$ cat config.mk
export PLATFORM = sky130hd
export DESIGN_NAME = flash_host
export DESIGN_NICKNAME = d
export VERILOG_FILES = /design/src/hdl/flash_host_pkg.sv /design/src/hdl/bus_cycle.sv /design/src/hdl/flash_host.sv
export SDC_FILE = /design/constraint.sdc
export NUM_CORES = 1
export LEC_CHECK = 0
export CAP_MARGIN = 20
export CELL_PAD_IN_SITES_DETAIL_PLACEMENT = 1
export CELL_PAD_IN_SITES_GLOBAL_PLACEMENT = 1
export CORE_MARGIN = 2
export CORE_UTILIZATION = 40
export DETAILED_ROUTE_END_ITERATION = 10
export DONT_BUFFER_PORTS = 1
export MAX_ROUTING_LAYER = met4
export PLACE_DENSITY = 0.65
export SKIP_CTS_REPAIR_TIMING = 1
export SLEW_MARGIN = 20
export SYNTH_ARGS = -nofsm -noshare
export SYNTH_HDL_FRONTEND = slang
export SYNTH_HIERARCHICAL = 1
export SYNTH_SLANG_ARGS = --single-unit
$ cat constraint.sdc
create_clock -name mclk -period 6.1 [get_ports mclk]
set_input_delay 0.305 -clock mclk [delete_from_list [all_inputs] [get_ports mclk]]
set_output_delay 0.305 -clock mclk [all_outputs]
set_load 0.03 [all_outputs]
$ cat src/hdl/flash_host_pkg.sv
// Purpose: shared constants and types for the parallel flash command host
// Assumes: mclk at 100 MHz, x16 flash on an asynchronous bus
// Notes: the device side keeps its own lockout and decode; the host sequences pins and refuses all but read and reset while the time-limit flag is up
// Notes on behaviour
// - write only when chip select and write strobe low, output gate high
// - multi-cycle commands open with AA at 555 then 55 at 2AA
// - program is unlock pair, A0 at 555, then data at target
// - chip erase is unlock, 80, unlock, then 10 at 555
// - block erase is the five-write prefix then 50 at block address
// - sector erase is the five-write prefix then 30 at sector address
// - after time-limit flag the host must write reset to resume reads
// - host must write reset to leave identifier read mode
package flash_host_pkg;
    localparam int ADDR_W = 20;
    localparam int DATA_W = 16;

    typedef enum logic [3:0] {
        OP_READ, OP_RESET, OP_AUTOSEL, OP_PROGRAM, OP_CHIP_ERASE,
        OP_BLOCK_ERASE, OP_SECTOR_ERASE, OP_SUSPEND, OP_RESUME, OP_CFI
    } op_t;

    typedef struct packed {
        op_t op;
        logic [ADDR_W-1:0] addr;
        logic [DATA_W-1:0] data;
    } cmd_t;

    typedef struct packed {
        logic write;
        logic [ADDR_W-1:0] addr;
        logic [DATA_W-1:0] data;
    } bus_req_t;

    // command values
    localparam logic [DATA_W-1:0] CMD_UNLOCK1 = 16'h00AA;
    localparam logic [DATA_W-1:0] CMD_UNLOCK2 = 16'h0055;
    localparam logic [DATA_W-1:0] CMD_RESET = 16'h00F0;
    localparam logic [DATA_W-1:0] CMD_AUTOSEL = 16'h0090;
    localparam logic [DATA_W-1:0] CMD_PROGRAM = 16'h00A0;
    localparam logic [DATA_W-1:0] CMD_ERASE_SETUP = 16'h0080;
    localparam logic [DATA_W-1:0] CMD_CHIP_ERASE = 16'h0010;
    localparam logic [DATA_W-1:0] CMD_BLOCK_ERASE = 16'h0050;
    localparam logic [DATA_W-1:0] CMD_SECTOR_ERASE = 16'h0030;
    localparam logic [DATA_W-1:0] CMD_SUSPEND = 16'h00B0;
    localparam logic [DATA_W-1:0] CMD_RESUME = 16'h0030;
    localparam logic [DATA_W-1:0] CMD_CFI = 16'h0098;

    // command addresses, word and byte mode
    localparam logic [ADDR_W-1:0] WORD_UNLOCK1 = 20'h0_0555;
    localparam logic [ADDR_W-1:0] WORD_UNLOCK2 = 20'h0_02AA;
    localparam logic [ADDR_W-1:0] BYTE_UNLOCK1 = 20'h0_0AAA;
    localparam logic [ADDR_W-1:0] BYTE_UNLOCK2 = 20'h0_0555;
    localparam logic [ADDR_W-1:0] WORD_CFI = 20'h0_0055;
    localparam logic [ADDR_W-1:0] BYTE_CFI = 20'h0_00AA;

    // status bit positions in read data
    localparam int TIME_LIMIT_BIT = 5;
    localparam int TOGGLE_BIT = 6;

    // last step index of each command shape
    localparam logic [2:0] LAST_SINGLE = 3'h0;
    localparam logic [2:0] LAST_AUTOSEL = 3'h2;
    localparam logic [2:0] LAST_PROGRAM = 3'h3;
    localparam logic [2:0] LAST_ERASE = 3'h5;

    // timing
    localparam int CLK_PERIOD_NS = 10;
    localparam int T_GLITCH_NS = 5;
    localparam int T_SETUP_NS = 10;
    localparam int T_WP_NS = 35;
    localparam int T_ACC_NS = 80;
    localparam int T_RECOVER_NS = 20;
    localparam int T_SUSPEND_US = 20;
    localparam int SYNC_LAT = 2;
    localparam logic [3:0] SETUP_CYC = 4'((T_SETUP_NS + CLK_PERIOD_NS - 1) / CLK_PERIOD_NS);
    localparam logic [3:0] WP_CYC = 4'((T_WP_NS + CLK_PERIOD_NS - 1) / CLK_PERIOD_NS);
    localparam logic [3:0] ACC_CYC =
        4'((T_ACC_NS + CLK_PERIOD_NS - 1) / CLK_PERIOD_NS + SYNC_LAT);
    localparam logic [3:0] RECOVER_CYC =
        4'((T_RECOVER_NS + CLK_PERIOD_NS - 1) / CLK_PERIOD_NS);
    localparam logic [3:0] GLITCH_CYC =
        4'((T_GLITCH_NS + CLK_PERIOD_NS - 1) / CLK_PERIOD_NS);
    localparam logic [11:0] SUSPEND_CYC =
        12'((T_SUSPEND_US * 1000 + CLK_PERIOD_NS - 1) / CLK_PERIOD_NS);
endpackage : flash_host_pkg

$ cat src/hdl/bus_cycle.sv
// Purpose: one asynchronous read or write cycle on the flash pins
// Assumes: requests only while idle; dq_in is asynchronous to mclk
// Notes: chip select and strobes rise together, ending the cycle cleanly
`timescale 1ns/1ps
module bus_cycle (
    // clock and reset
    input wire logic mclk,
    input wire logic rst_n,
    // request and answer
    input wire logic req_valid,
    input wire flash_host_pkg::bus_req_t req,
    output logic done_q,
    output logic [15:0] rd_data_q,
    // flash pins
    output logic ce_n_q,
    output logic we_n_q,
    output logic oe_n_q,
    output logic [19:0] addr_q,
    output logic [15:0] dq_out_q,
    output logic dq_oe_q,
    input wire logic [15:0] dq_in
);
    typedef enum logic [1:0] {ST_IDLE, ST_SETUP, ST_STROBE, ST_RECOVER} cyc_state_t;
    cyc_state_t state_q;
    logic [3:0] cnt_q;
    logic write_q;
    logic [15:0] dq_meta_q;
    logic [15:0] dq_sync_q;
    wire cnt_zero = (cnt_q == 4'h0);

    always_ff @(posedge mclk or negedge rst_n) begin
        if (!rst_n) begin
            dq_meta_q <= 16'h0000;
            dq_sync_q <= 16'h0000;
        end else begin
            dq_meta_q <= dq_in;
            dq_sync_q <= dq_meta_q;
        end
    end

    always_ff @(posedge mclk or negedge rst_n) begin
        if (!rst_n) begin
            state_q <= ST_IDLE;
            cnt_q <= 4'h0;
            write_q <= 1'b0;
            done_q <= 1'b0;
            rd_data_q <= 16'h0000;
            ce_n_q <= 1'b1;
            we_n_q <= 1'b1;
            oe_n_q <= 1'b1;
            addr_q <= 20'h0_0000;
            dq_out_q <= 16'h0000;
            dq_oe_q <= 1'b0;
        end else begin
            done_q <= 1'b0;
            case (state_q)
                ST_IDLE: begin
                    if (req_valid) begin
                        write_q <= req.write;
                        addr_q <= req.addr;
                        dq_out_q <= req.data;
                        dq_oe_q <= req.write;
                        ce_n_q <= 1'b0;
                        cnt_q <= flash_host_pkg::SETUP_CYC - 4'h1;
                        state_q <= ST_SETUP;
                    end
                end
                ST_SETUP: begin
                    cnt_q <= cnt_q - 4'h1;
                    if (cnt_zero) begin
                        we_n_q <= !write_q;
                        oe_n_q <= write_q;
                        cnt_q <= write_q ? flash_host_pkg::WP_CYC - 4'h1
                                         : flash_host_pkg::ACC_CYC - 4'h1;
                        state_q <= ST_STROBE;
                    end
                end
                ST_STROBE: begin
                    cnt_q <= cnt_q - 4'h1;
                    if (cnt_zero) begin
                        we_n_q <= 1'b1;
                        oe_n_q <= 1'b1;
                        ce_n_q <= 1'b1;
                        if (!write_q) begin
                            rd_data_q <= dq_sync_q;
                        end
                        cnt_q <= flash_host_pkg::RECOVER_CYC - 4'h1;
                        state_q <= ST_RECOVER;
                    end
                end
                ST_RECOVER: begin
                    cnt_q <= cnt_q - 4'h1;
                    if (cnt_zero) begin
                        dq_oe_q <= 1'b0;
                        done_q <= 1'b1;
                        state_q <= ST_IDLE;
                    end
                end
                default: state_q <= ST_IDLE;
            endcase
        end
    end

    // no write strobe without chip select
    we_needs_ce_a: assert property (@(posedge mclk) disable iff (!rst_n)
        !we_n_q |-> (!ce_n_q && oe_n_q && dq_oe_q))
        else $error("write strobe low without chip select or with output gate");

    no_all_low_a: assert property (@(posedge mclk) disable iff (!rst_n)
        !(!we_n_q && !oe_n_q))
        else $error("write strobe and output gate low together");

    // write pulse far above glitch width
    write_pulse_width_a: assert property (@(posedge mclk) disable iff (!rst_n)
        $fell(we_n_q) |-> !we_n_q[*4] ##1 we_n_q)
        else $error("write pulse not exactly four cycles");
endmodule : bus_cycle

$ cat src/hdl/flash_host.sv
// Purpose: host sequencer issuing flash command sequences over the parallel pins
// Assumes: one command at a time; user polls status with read commands
// Notes: while the time-limit flag is up only read and reset are accepted
`timescale 1ns/1ps
module flash_host #(
    parameter bit BYTE_MODE = 1'b0
) (
    // clock and reset
    input wire logic mclk,
    input wire logic rst_n,
    // command port
    input wire logic cmd_valid,
    input wire flash_host_pkg::cmd_t cmd,
    output logic cmd_ready_q,
    output logic cmd_refused_q,
    // answer port
    output logic rsp_valid_q,
    output logic [15:0] rsp_data_q,
    // status
    output logic op_busy_q,
    output logic time_limit_q,
    output logic id_mode_q,
    output logic suspend_mode_q,
    // flash pins
    output logic ce_n,
    output logic we_n,
    output logic oe_n,
    output logic [19:0] addr,
    output logic [15:0] dq_out,
    output logic dq_oe,
    input wire logic [15:0] dq_in
);
    typedef enum logic [1:0] {S_IDLE, S_ISSUE, S_WAIT, S_HOLDOFF} seq_state_t;
    seq_state_t state_q;
    flash_host_pkg::cmd_t cmd_q;
    flash_host_pkg::bus_req_t req_q;
    logic req_valid_q;
    logic [2:0] step_q;
    logic [11:0] hold_q;
    logic have_last_q;
    logic last_toggle_q;
    logic last_limit_q;
    logic done;
    logic [15:0] rd_data;

    localparam logic [19:0] UL1 =
        BYTE_MODE ? flash_host_pkg::BYTE_UNLOCK1 : flash_host_pkg::WORD_UNLOCK1;
    localparam logic [19:0] UL2 =
        BYTE_MODE ? flash_host_pkg::BYTE_UNLOCK2 : flash_host_pkg::WORD_UNLOCK2;
    localparam logic [19:0] CFI_A =
        BYTE_MODE ? flash_host_pkg::BYTE_CFI : flash_host_pkg::WORD_CFI;

    function automatic flash_host_pkg::bus_req_t step_req(input flash_host_pkg::cmd_t c,
                                                          input logic [2:0] s);
        flash_host_pkg::bus_req_t r;
        r.write = 1'b1;
        r.addr = c.addr;
        r.data = c.data;
        case (c.op)
            flash_host_pkg::OP_READ: r.write = 1'b0;
            flash_host_pkg::OP_RESET: r.data = flash_host_pkg::CMD_RESET;
            flash_host_pkg::OP_SUSPEND: r.data = flash_host_pkg::CMD_SUSPEND;
            flash_host_pkg::OP_RESUME: r.data = flash_host_pkg::CMD_RESUME;
            flash_host_pkg::OP_CFI: begin
                r.addr = CFI_A;
                r.data = flash_host_pkg::CMD_CFI;
            end
            default: begin
                case (s)
                    3'h0, 3'h3: begin
                        r.addr = UL1;
                        r.data = flash_host_pkg::CMD_UNLOCK1;
                    end
                    3'h1, 3'h4: begin
                        r.addr = UL2;
                        r.data = flash_host_pkg::CMD_UNLOCK2;
                    end
                    3'h2: begin
                        r.addr = UL1;
                        r.data = (c.op == flash_host_pkg::OP_AUTOSEL) ? flash_host_pkg::CMD_AUTOSEL :
                                 (c.op == flash_host_pkg::OP_PROGRAM) ? flash_host_pkg::CMD_PROGRAM :
                                 flash_host_pkg::CMD_ERASE_SETUP;
                    end
                    default: begin
                        r.data = (c.op == flash_host_pkg::OP_BLOCK_ERASE) ?
                                 flash_host_pkg::CMD_BLOCK_ERASE :
                                 flash_host_pkg::CMD_SECTOR_ERASE;
                        if (c.op == flash_host_pkg::OP_CHIP_ERASE) begin
                            r.addr = UL1;
                            r.data = flash_host_pkg::CMD_CHIP_ERASE;
                        end
                    end
                endcase
                // program target write replaces the second unlock opening
                if (c.op == flash_host_pkg::OP_PROGRAM && s == 3'h3) begin
                    r.addr = c.addr;
                    r.data = c.data;
                end
            end
        endcase
        return r;
    endfunction : step_req

    // decode of the held command
    wire is_erase = (cmd_q.op == flash_host_pkg::OP_CHIP_ERASE) ||
                    (cmd_q.op == flash_host_pkg::OP_BLOCK_ERASE) ||
                    (cmd_q.op == flash_host_pkg::OP_SECTOR_ERASE);
    wire is_multi = is_erase || (cmd_q.op == flash_host_pkg::OP_PROGRAM) ||
                    (cmd_q.op == flash_host_pkg::OP_AUTOSEL);
    wire [2:0] last_step = is_erase ? flash_host_pkg::LAST_ERASE :
                           (cmd_q.op == flash_host_pkg::OP_PROGRAM) ? flash_host_pkg::LAST_PROGRAM :
                           (cmd_q.op == flash_host_pkg::OP_AUTOSEL) ? flash_host_pkg::LAST_AUTOSEL :
                           flash_host_pkg::LAST_SINGLE;
    wire flash_host_pkg::bus_req_t next_req = step_req(cmd_q, step_q);
    wire take = cmd_valid && cmd_ready_q;
    // only read and reset while time limit is up
    wire refuse = time_limit_q && (cmd.op != flash_host_pkg::OP_RESET) &&
                  (cmd.op != flash_host_pkg::OP_READ);
    wire finish = (state_q == S_WAIT) && done && (step_q == last_step);
    wire fin_read = finish && (cmd_q.op == flash_host_pkg::OP_READ);
    wire fin_reset = finish && (cmd_q.op == flash_host_pkg::OP_RESET);
    wire starts_op = finish && (is_erase || cmd_q.op == flash_host_pkg::OP_PROGRAM ||
                                cmd_q.op == flash_host_pkg::OP_RESUME);
    wire toggle_stopped = have_last_q && (rd_data[flash_host_pkg::TOGGLE_BIT] == last_toggle_q);
    // the first array word after completion may show bit 5 high, so the flag
    // needs it on two toggling reads in a row
    wire limit_seen = have_last_q && !toggle_stopped && last_limit_q &&
                      rd_data[flash_host_pkg::TIME_LIMIT_BIT];
    wire hold_zero = (hold_q == 12'h000);

    bus_cycle u_cycle (
        .mclk(mclk),
        .rst_n(rst_n),
        .req_valid(req_valid_q),
        .req(req_q),
        .done_q(done),
        .rd_data_q(rd_data),
        .ce_n_q(ce_n),
        .we_n_q(we_n),
        .oe_n_q(oe_n),
        .addr_q(addr),
        .dq_out_q(dq_out),
        .dq_oe_q(dq_oe),
        .dq_in(dq_in)
    );

    always_ff @(posedge mclk or negedge rst_n) begin
        if (!rst_n) begin
            state_q <= S_IDLE;
            cmd_q <= '0;
            req_q <= '0;
            req_valid_q <= 1'b0;
            step_q <= 3'h0;
            hold_q <= 12'h000;
            cmd_ready_q <= 1'b1;
            cmd_refused_q <= 1'b0;
        end else begin
            req_valid_q <= 1'b0;
            cmd_refused_q <= 1'b0;
            case (state_q)
                S_IDLE: begin
                    if (take && refuse) begin
                        cmd_refused_q <= 1'b1;
                    end else if (take) begin
                        cmd_q <= cmd;
                        step_q <= 3'h0;
                        cmd_ready_q <= 1'b0;
                        state_q <= S_ISSUE;
                    end
                end
                S_ISSUE: begin
                    req_q <= next_req;
                    req_valid_q <= 1'b1;
                    state_q <= S_WAIT;
                end
                S_WAIT: begin
                    if (done && step_q != last_step) begin
                        step_q <= step_q + 3'h1;
                        state_q <= S_ISSUE;
                    end else if (finish && cmd_q.op == flash_host_pkg::OP_SUSPEND) begin
                        // allow the device its suspend time
                        hold_q <= flash_host_pkg::SUSPEND_CYC;
                        state_q <= S_HOLDOFF;
                    end else if (finish) begin
                        cmd_ready_q <= 1'b1;
                        state_q <= S_IDLE;
                    end
                end
                S_HOLDOFF: begin
                    hold_q <= hold_q - 12'h001;
                    if (hold_zero) begin
                        cmd_ready_q <= 1'b1;
                        state_q <= S_IDLE;
                    end
                end
                default: state_q <= S_IDLE;
            endcase
        end
    end

    always_ff @(posedge mclk or negedge rst_n) begin
        if (!rst_n) begin
            rsp_valid_q <= 1'b0;
            rsp_data_q <= 16'h0000;
        end else begin
            rsp_valid_q <= fin_read;
            if (fin_read) begin
                rsp_data_q <= rd_data;
            end
        end
    end

    // toggle polling; a stopped toggle means the embedded operation ended
    always_ff @(posedge mclk or negedge rst_n) begin
        if (!rst_n) begin
            op_busy_q <= 1'b0;
            have_last_q <= 1'b0;
            last_toggle_q <= 1'b0;
            last_limit_q <= 1'b0;
            time_limit_q <= 1'b0;
        end else begin
            if (starts_op) begin
                op_busy_q <= 1'b1;
                have_last_q <= 1'b0;
            end else if (fin_read && op_busy_q) begin
                have_last_q <= !toggle_stopped;
                last_toggle_q <= rd_data[flash_host_pkg::TOGGLE_BIT];
                last_limit_q <= rd_data[flash_host_pkg::TIME_LIMIT_BIT];
                op_busy_q <= !toggle_stopped;
            end else if (fin_reset && time_limit_q) begin
                op_busy_q <= 1'b0;
                have_last_q <= 1'b0;
            end
            if (fin_read && op_busy_q && limit_seen) begin
                time_limit_q <= 1'b1;
            end else if (fin_reset) begin
                time_limit_q <= 1'b0;
            end
        end
    end

    always_ff @(posedge mclk or negedge rst_n) begin
        if (!rst_n) begin
            id_mode_q <= 1'b0;
            suspend_mode_q <= 1'b0;
        end else begin
            // identifier or query mode left only by reset
            if (finish && (cmd_q.op == flash_host_pkg::OP_AUTOSEL ||
                           cmd_q.op == flash_host_pkg::OP_CFI)) begin
                id_mode_q <= 1'b1;
            end else if (fin_reset) begin
                id_mode_q <= 1'b0;
            end
            if (finish && cmd_q.op == flash_host_pkg::OP_SUSPEND) begin
                suspend_mode_q <= 1'b1;
            end else if (finish && cmd_q.op == flash_host_pkg::OP_RESUME) begin
                suspend_mode_q <= 1'b0;
            end
        end
    end

    first_unlock_a: assert property (@(posedge mclk) disable iff (!rst_n)
        (req_valid_q && is_multi && step_q == 3'h0) |->
        (req_q.addr == UL1 && req_q.data == 16'h00AA && req_q.write))
        else $error("first unlock write wrong");

    second_unlock_a: assert property (@(posedge mclk) disable iff (!rst_n)
        (req_valid_q && is_multi && step_q == 3'h1) |->
        (req_q.addr == UL2 && req_q.data == 16'h0055))
        else $error("second unlock write wrong");

    program_setup_a: assert property (@(posedge mclk) disable iff (!rst_n)
        (req_valid_q && cmd_q.op == flash_host_pkg::OP_PROGRAM && step_q == 3'h3) |->
        (req_q.addr == cmd_q.addr && req_q.data == cmd_q.data && $past(step_q, 2) == 3'h2))
        else $error("program data write not fourth");

    chip_erase_last_a: assert property (@(posedge mclk) disable iff (!rst_n)
        (req_valid_q && cmd_q.op == flash_host_pkg::OP_CHIP_ERASE && step_q == 3'h5) |->
        (req_q.addr == UL1 && req_q.data == 16'h0010))
        else $error("chip erase final write wrong");

    block_erase_last_a: assert property (@(posedge mclk) disable iff (!rst_n)
        (req_valid_q && cmd_q.op == flash_host_pkg::OP_BLOCK_ERASE && step_q == 3'h5) |->
        (req_q.addr[19:15] == cmd_q.addr[19:15] && req_q.data == 16'h0050))
        else $error("block erase final write wrong");

    sector_erase_last_a: assert property (@(posedge mclk) disable iff (!rst_n)
        (req_valid_q && cmd_q.op == flash_host_pkg::OP_SECTOR_ERASE && step_q == 3'h5) |->
        (req_q.addr[19:11] == cmd_q.addr[19:11] && req_q.data == 16'h0030))
        else $error("sector erase final write wrong");

    limit_refuse_a: assert property (@(posedge mclk) disable iff (!rst_n)
        (cmd_valid && cmd_ready_q && time_limit_q && state_q == S_IDLE &&
         cmd.op == flash_host_pkg::OP_PROGRAM) |=> (cmd_refused_q && state_q == S_IDLE))
        else $error("command taken while time limit flag up");

    reset_leaves_id_a: assert property (@(posedge mclk) disable iff (!rst_n)
        fin_reset |=> (!id_mode_q && !time_limit_q))
        else $error("reset did not clear identifier mode or time limit");

    suspend_wait_a: assert property (@(posedge mclk) disable iff (!rst_n)
        (finish && cmd_q.op == flash_host_pkg::OP_SUSPEND) |=> !cmd_ready_q [*8])
        else $error("ready returned too soon after suspend");
endmodule : flash_host

Yosys cells after proc, flatten, opt, wreduce, memory -nomap -nowiden
Cells that the tools add are included.
Widths: inputs -> output; s select.
{ "classes": {"n_addsub": 3, "multipliers": 0, "div_mod_pow": 0, "magnitude_cmp": 0, "eq_ne": 36, "shifts": 0, "muxes": 67, "bitwise": 3, "reduce_logical": 60} }
{ "ops": {"columns": ["operator", "count"], "rows": [
  ["$pmux 36 s3", 1],
  ["$pmux 16 s5", 1],
  ["$mux 36", 2],
  ["$pmux 20 s2", 1],
  ["$mux 1", 27],
  ["$mux 12", 2],
  ["$mux 2", 12],
  ["$pmux 12 s2", 1],
  ["$logic_and 1x1->1", 21],
  ["$reduce_and 3->1", 6],
  ["$eq 4x3->1 const B", 4],
  ["$mux 4", 4],
  ["$pmux 2 s4", 2],
  ["$pmux 4 s4", 1],
  ["$reduce_bool 2->1", 8],
  ["$ne 2x2->1 const B", 7],
  ["$logic_not 12->1", 1],
  ["$mux 3", 4],
  ["$mux 6", 2],
  ["$reduce_and 4->1", 3],
  ["$sub 12x1->12 const B", 1],
  ["$ne 2x1->1 const B", 5],
  ["$eq 2x2->1 const B", 4],
  ["$eq 4x2->1 const B", 2],
  ["29 further kinds", 47]
]} }
{ "word_totals": {"register_bits": 217, "latch_bits": 0, "ram_bits": 0, "romBits": 0, "wordCells": 203, "mem_count": 0} }

Depth between registers and ports, before layout
{ "depth": {"depth_word": 11, "ltp_mapped": 10, "depth_no_buf": 8} }

Hierarchy
Netlist, hierarchy kept.
{ "by_module_without_submodules": {"columns": ["mod", "n_inst", "cells_per_inst", "area_each_um2"], "rows": [
  ["flash_host", 1, 484, 5552.8],
  ["bus_cycle", 1, 213, 3485.8]
]} }

Least setup slack after synthesis
No wires, ideal clock.
{ "synth_path": {"kind": "register -> register", "start": "register cmd_q[38] in the netlist's numbering", "end": "register rsp_data_q[10]", "setup_time_ns": 0.125, "t_arrival_ns": 1.930, "required_ns": 5.975, "path_slack_ns": 4.045, "path_stages_with_launch": 10, "path_buffers": 3, "period_less_slack_ns": 2.055, "path_cell_list": "dfrtp_1 buf_6 and4bb_4 a21oi_4 xnor2_4 and3_1 buf_4 nand2_4 buf_6 mux2_4"} }
{ "synth_between": {"elab_chain_cells": 7, "word_cells_on_any_way": 14} }
{ "synth_rtl": {"columns": ["element", "line_no", "text"], "rows": [
  ["start: declaration", "flash_host.sv:35", "flash_host_pkg::cmd_t cmd_q;"],
  ["start signal: assignment", "flash_host.sv:165", "cmd_q <= cmd;"],
  ["$eq 4x2->1, or another cell as far along", "flash_host.sv:112", "(cmd_q.op == flash_host_pkg::OP_AUTOSEL) ? flash_host_pkg::LAST_AUTOSEL :"],
  ["$mux 2 / $logic_or 1x1->1 (equally long branches)", "flash_host.sv:112, flash_host.sv:105", null],
  ["$mux 2 / $logic_or 1x1->1 (equally long branches)", "flash_host.sv:111, flash_host.sv:106", null],
  ["$mux 3", "flash_host.sv:110", "wire [2:0] last_step = is_erase ? flash_host_pkg::LAST_ERASE :"],
  ["$eq 3x3->1", "flash_host.sv:119", "wire finish = (state_q == S_WAIT) && done && (step_q == last_step);"],
  ["$logic_and 1x1->1", "flash_host.sv:119", null],
  ["$logic_and 1x1->1 (*)", "flash_host.sv:120", "wire fin_read = finish && (cmd_q.op == flash_host_pkg::OP_READ);"],
  ["end signal: assignment", "flash_host.sv:208", "rsp_data_q <= rd_data;"],
  ["end: declaration", "flash_host.sv:18", "output logic [15:0] rsp_data_q,"]
]} }
Every way passes the cells marked *; elsewhere a longest branch is shown, timed or not.
A chain may end at the register's enable or synchronous reset.

==> out/results.txt <==
Starting Density -> 40.29%
Arrival @ worst endpoint -> 3.13 ns
Worst-case clock skew -> 0.01411 ns
Cell depth of the worst min-delay path -> 2
Number of global-route vias before repair -> 5966
Vias -> 5687
P per Cell Area -> 534.4 nW/um2
Yosys warns -> 6
Clock root cell -> sky130_fd_sc_hd__clkbuf_16
Floorplan core area -> 22430 um2
Latest clock arrival within the worst-skew pair -> 0.52 ns
Worst Min Path Start -> cmd[38]
Global-route wire length before repair -> 32790 um
CP max stage delay -> 0.76 ns
Slew Viols, Final -> 0
Total I/O pin count -> 122
Capture endpoint of the worst hold path -> cmd_refused_q
Global router's overall resource usage -> 17.56%
Worst IR drop on VDD -> 0.0002376 V
Detailed-placement wirelength estimate -> 13770 um
Layout overhead on the synthesized area -> 18.54%
Share of cells above drive strength 1 -> 22.60%
Vias per cell -> 5.385
Net Sw Power -> 0.002083 W
Final Cell Area -> 10710 um2
Clock share of power -> 26.5%
Main flop type after synthesis -> sky130_fd_sc_hd__dfrtp_1
Combinational cell fraction of total power -> 27.0%
Switching part of the total -> 36.37%
Leakage -> 4.791 nW
Setup slack, reg-to-reg -> 3.36 ns
Final #Nets -> 824
CTS tree -> yes
Register bit count reported by yosys -> 217
Num CTS Buffers -> 24
Gate count after technology mapping -> 697
Floorplan row count -> 55
Endpoint class of the critical path -> flip-flop
Unrepaired setup endpoints after global routing -> no
Buffer levels on the longest clock path -> 3
Time the worst path needs with I/O delays and setup -> 2.739 ns
Highest attainable clock frequency -> 365.1 MHz
Final setup fails -> 0
Global route overflow -> 0
Worst max-slew margin expressed relative to the limit -> 25.97%
Nature of the critical path startpoint -> flip-flop
Cell area after technology mapping -> 9039 um2
Placed instance area -> 9246 um2
Library cells used by synthesis -> 75
Final routed DRC violation total -> 0
Critical-path cell list -> nand2b_2 > inv_1 > o21ai_0 > o221a_2
Antenna violations before repair -> 1
Mean routed wirelength per cell -> 19.82 um
Largest net degree at the start of global routing -> 218
Mean area per synthesized cell -> 12.97 um2
Final worst hold slack -> 0.2059 ns
Int Power -> 0.003643 W
Endpoint of the worst-slack reg-to-reg timing path -> req_q[18]
Fraction of the cycle the final worst path needs -> 44.91%
First-pass iteration count of the detailed router -> 4
Sequential Power Share -> 46.5%
Sequential cell area fraction in the yosys report -> 60.13%
Category of the most critical setup path -> reg -> reg
Maximum fanout along the worst path -> 40
Min-delay worst type -> in -> reg
Maxcap violations -> 0
Synthesized netlist net count -> 769
Critical path buffer and inverter count -> 1
Final weighted congestion of routability-driven global placement -> 0.8583
Required time reported for the critical path endpoint -> 6.49 ns
Top cell family by delay on the critical path -> buffers and inverters
Die Outline Area -> 23810 um2
Number of cells on the worst reg-to-reg path -> 4
Result of the run -> completed
Total negative slack for setup checks -> 0 ns
Number of nets with antenna violations after detailed routing -> 0
Share of flip-flops with an asynchronous set or reset after synthesis -> 100.0%
Chip Height -> 154.3 um
Hold violation count in the final report -> 0
Clock transition at the register clock pins on the worst setup and hold paths after CTS -> 0.06 ns
Slew @ Worst Pin -> 1.110 ns
Cell with the biggest individual delay on the critical path -> sky130_fd_sc_hd__inv_1
# port buffers -> 0
Total Wirelength -> 20930 um
Clock net sink count -> 217
EDFF count, synth -> 0
Violation count after the first detailed-route iteration -> 314
H-tree Lvls -> 1
Width of the die -> 154.3 um
Crit Reg-Reg Startpoint -> state_q[1]
==> routing by layer <==
metal,vias to the layer above,share of wire (%),global-route usage [%]
met5,-,0,-
met4,0,2.2,4.101
met3,41,5.6,4.651
met2,139,50,29.45
met1,2901,42,21.39
li1,2606,-,-
==> cell usage after synthesis (3+ instances only) <==
master | instances | area share (%)
sky130_fd_sc_hd__mux2_2 | 84 | 10
sky130_fd_sc_hd__mux2i_1 | 6 | 0.66
sky130_fd_sc_hd__o221a_2 | 4 | 0.50
sky130_fd_sc_hd__o31ai_1 | 9 | 0.75
sky130_fd_sc_hd__a22o_1 | 9 | 0.87
sky130_fd_sc_hd__a21oi_1 | 20 | 1.1
sky130_fd_sc_hd__or4_1 | 5 | 0.42
sky130_fd_sc_hd__nand3_1 | 20 | 1.1
sky130_fd_sc_hd__nand2_1 | 63 | 2.6
sky130_fd_sc_hd__o22a_1 | 5 | 0.48
sky130_fd_sc_hd__nand4_1 | 4 | 0.28
sky130_fd_sc_hd__or3_1 | 10 | 0.69
sky130_fd_sc_hd__clkbuf_1 | 14 | 0.58
sky130_fd_sc_hd__ha_1 | 13 | 1.8
sky130_fd_sc_hd__o21bai_1 | 3 | 0.25
sky130_fd_sc_hd__a31oi_1 | 3 | 0.21
sky130_fd_sc_hd__nor2_1 | 29 | 1.2
sky130_fd_sc_hd__nor2b_1 | 4 | 0.28
sky130_fd_sc_hd__o21ai_1 | 3 | 0.17
sky130_fd_sc_hd__o211ai_1 | 3 | 0.25
sky130_fd_sc_hd__buf_6 | 4 | 0.50
sky130_fd_sc_hd__mux2_4 | 19 | 3.2
sky130_fd_sc_hd__o21ai_0 | 37 | 2.0
sky130_fd_sc_hd__o21a_1 | 4 | 0.33
sky130_fd_sc_hd__inv_1 | 18 | 0.75
sky130_fd_sc_hd__nor3_1 | 7 | 0.39
sky130_fd_sc_hd__mux2_1 | 9 | 1.1
sky130_fd_sc_hd__nand2b_1 | 7 | 0.48
sky130_fd_sc_hd__buf_2 | 10 | 0.55
sky130_fd_sc_hd__and2_1 | 3 | 0.21
sky130_fd_sc_hd__dfstp_2 | 4 | 1.2
sky130_fd_sc_hd__dfrtp_1 | 213 | 59
==> registers in the layout, summed over array words and instances, names as in the netlist, 16 cells and up <==
signal and cells:
cmd_q 40, req_q 37, u_cycle/addr_q 20, rsp_data_q 16, u_cycle/dq_meta_q 16, u_cycle/dq_out_q 16
u_cycle/dq_sync_q 16, u_cycle/rd_data_q 16
==> worst max path at each step <==
| stage | to | start | slack (ns) | cells after the start |
|---|---|---|---|---|
| floorplan | rsp_data_q[10] | cmd_q[38] | 4.05 | 9 |
| global placement | hold_q[11] | cmd_q[38] | 3.46 | 6 |
| detailed placement | hold_q[11] | cmd_q[38] | 3.34 | 6 |
| CTS | hold_q[11] | cmd_q[38] | 3.32 | 6 |
| global route | req_q[16] | state_q[1] | 3.12 | 4 |
| finish | req_q[18] | state_q[1] | 3.36 | 4 |
==> stage by stage <==
stage               instances  utilization (%)  setup WS [ns]  power (W)
floorplan                 697                -          4.045   0.003747
global placement          952            41.22          3.457   0.004042
detailed placement        952            41.22          3.336   0.004168
CTS                       996            45.02          3.316   0.005726
global route             1056            47.76          3.116   0.006071
finish                   1056            47.76          3.361   0.005726
==> cells by family (layout without fill, tap and decap cells) <==
| logic type | count (synthesis) | in the layout | synth area share [%] |
|---|---|---|---|
| compound gates | 126 | 126 | 9.635 |
| xor+xnor | 2 | 2 | 0.4015 |
| fa+ha+maj | 13 | 13 | 1.800 |
| buf+inv | 49 | 122 | 2.588 |
| flops | 217 | 217 | 60.13 |
| mux | 118 | 118 | 15.41 |
| other cells | 0 | 1 | 0 |
| simple gates | 172 | 172 | 10.04 |
==> placed cells by master (no fill, tap or decap), types with 3 or more instances in the layout <==
master                            n
sky130_fd_sc_hd__clkbuf_16       24
sky130_fd_sc_hd__o221a_2          4
sky130_fd_sc_hd__o211ai_1         3
sky130_fd_sc_hd__o31ai_1          9
sky130_fd_sc_hd__or4_1            5
sky130_fd_sc_hd__mux2_4          19
sky130_fd_sc_hd__o21a_1           4
sky130_fd_sc_hd__a21oi_1         20
sky130_fd_sc_hd__clkinv_2         4
sky130_fd_sc_hd__o21bai_1         3
sky130_fd_sc_hd__dfstp_2          4
sky130_fd_sc_hd__mux2_1           9
sky130_fd_sc_hd__clkinvlp_4       4
sky130_fd_sc_hd__a31oi_1          3
sky130_fd_sc_hd__nand2b_1         6
sky130_fd_sc_hd__nand4_1          4
sky130_fd_sc_hd__and2_1           3
sky130_fd_sc_hd__dlygate4sd3_1   58
sky130_fd_sc_hd__or3_1           10
sky130_fd_sc_hd__a22o_1           9
sky130_fd_sc_hd__clkbuf_1         3
sky130_fd_sc_hd__nor2_1          29
sky130_fd_sc_hd__clkbuf_8         4
sky130_fd_sc_hd__mux2i_1          6
sky130_fd_sc_hd__o22a_1           5
sky130_fd_sc_hd__dfrtp_1        213
sky130_fd_sc_hd__inv_1           18
sky130_fd_sc_hd__nand2_1         62
sky130_fd_sc_hd__ha_1            13
sky130_fd_sc_hd__nand3_1         20
sky130_fd_sc_hd__nor3_1           6
sky130_fd_sc_hd__nor2b_1          4
sky130_fd_sc_hd__mux2_2          84
sky130_fd_sc_hd__bufinv_16        4
sky130_fd_sc_hd__o21ai_0         37
==> power by group through the flow <==
stage	clock network, W	logic, W	registers (W)
2_1_floorplan	0	0.00129	0.00246
3_3_place_gp	0	0.00140	0.00265
3_5_place_dp	0	0.00148	0.00269
4_1_cts	0.00157	0.00149	0.00267
5_1_grt	0.00162	0.00171	0.00274
6_report	0.00152	0.00154	0.00266
==> final cells by class <==
type,instances,area (um2)
Clock buffer,31,666.9
Tap cell,285,356.6
Timing Repair Buffer,60,615.6
Multi-Input combinational cell,431,3383
Fill cell,2258,11720
Inverter,18,67.56
Sequential cell,217,5435
Antenna cell,1,2.502
Clock inverter,13,186.4
(Power assumes the default switching activity.)
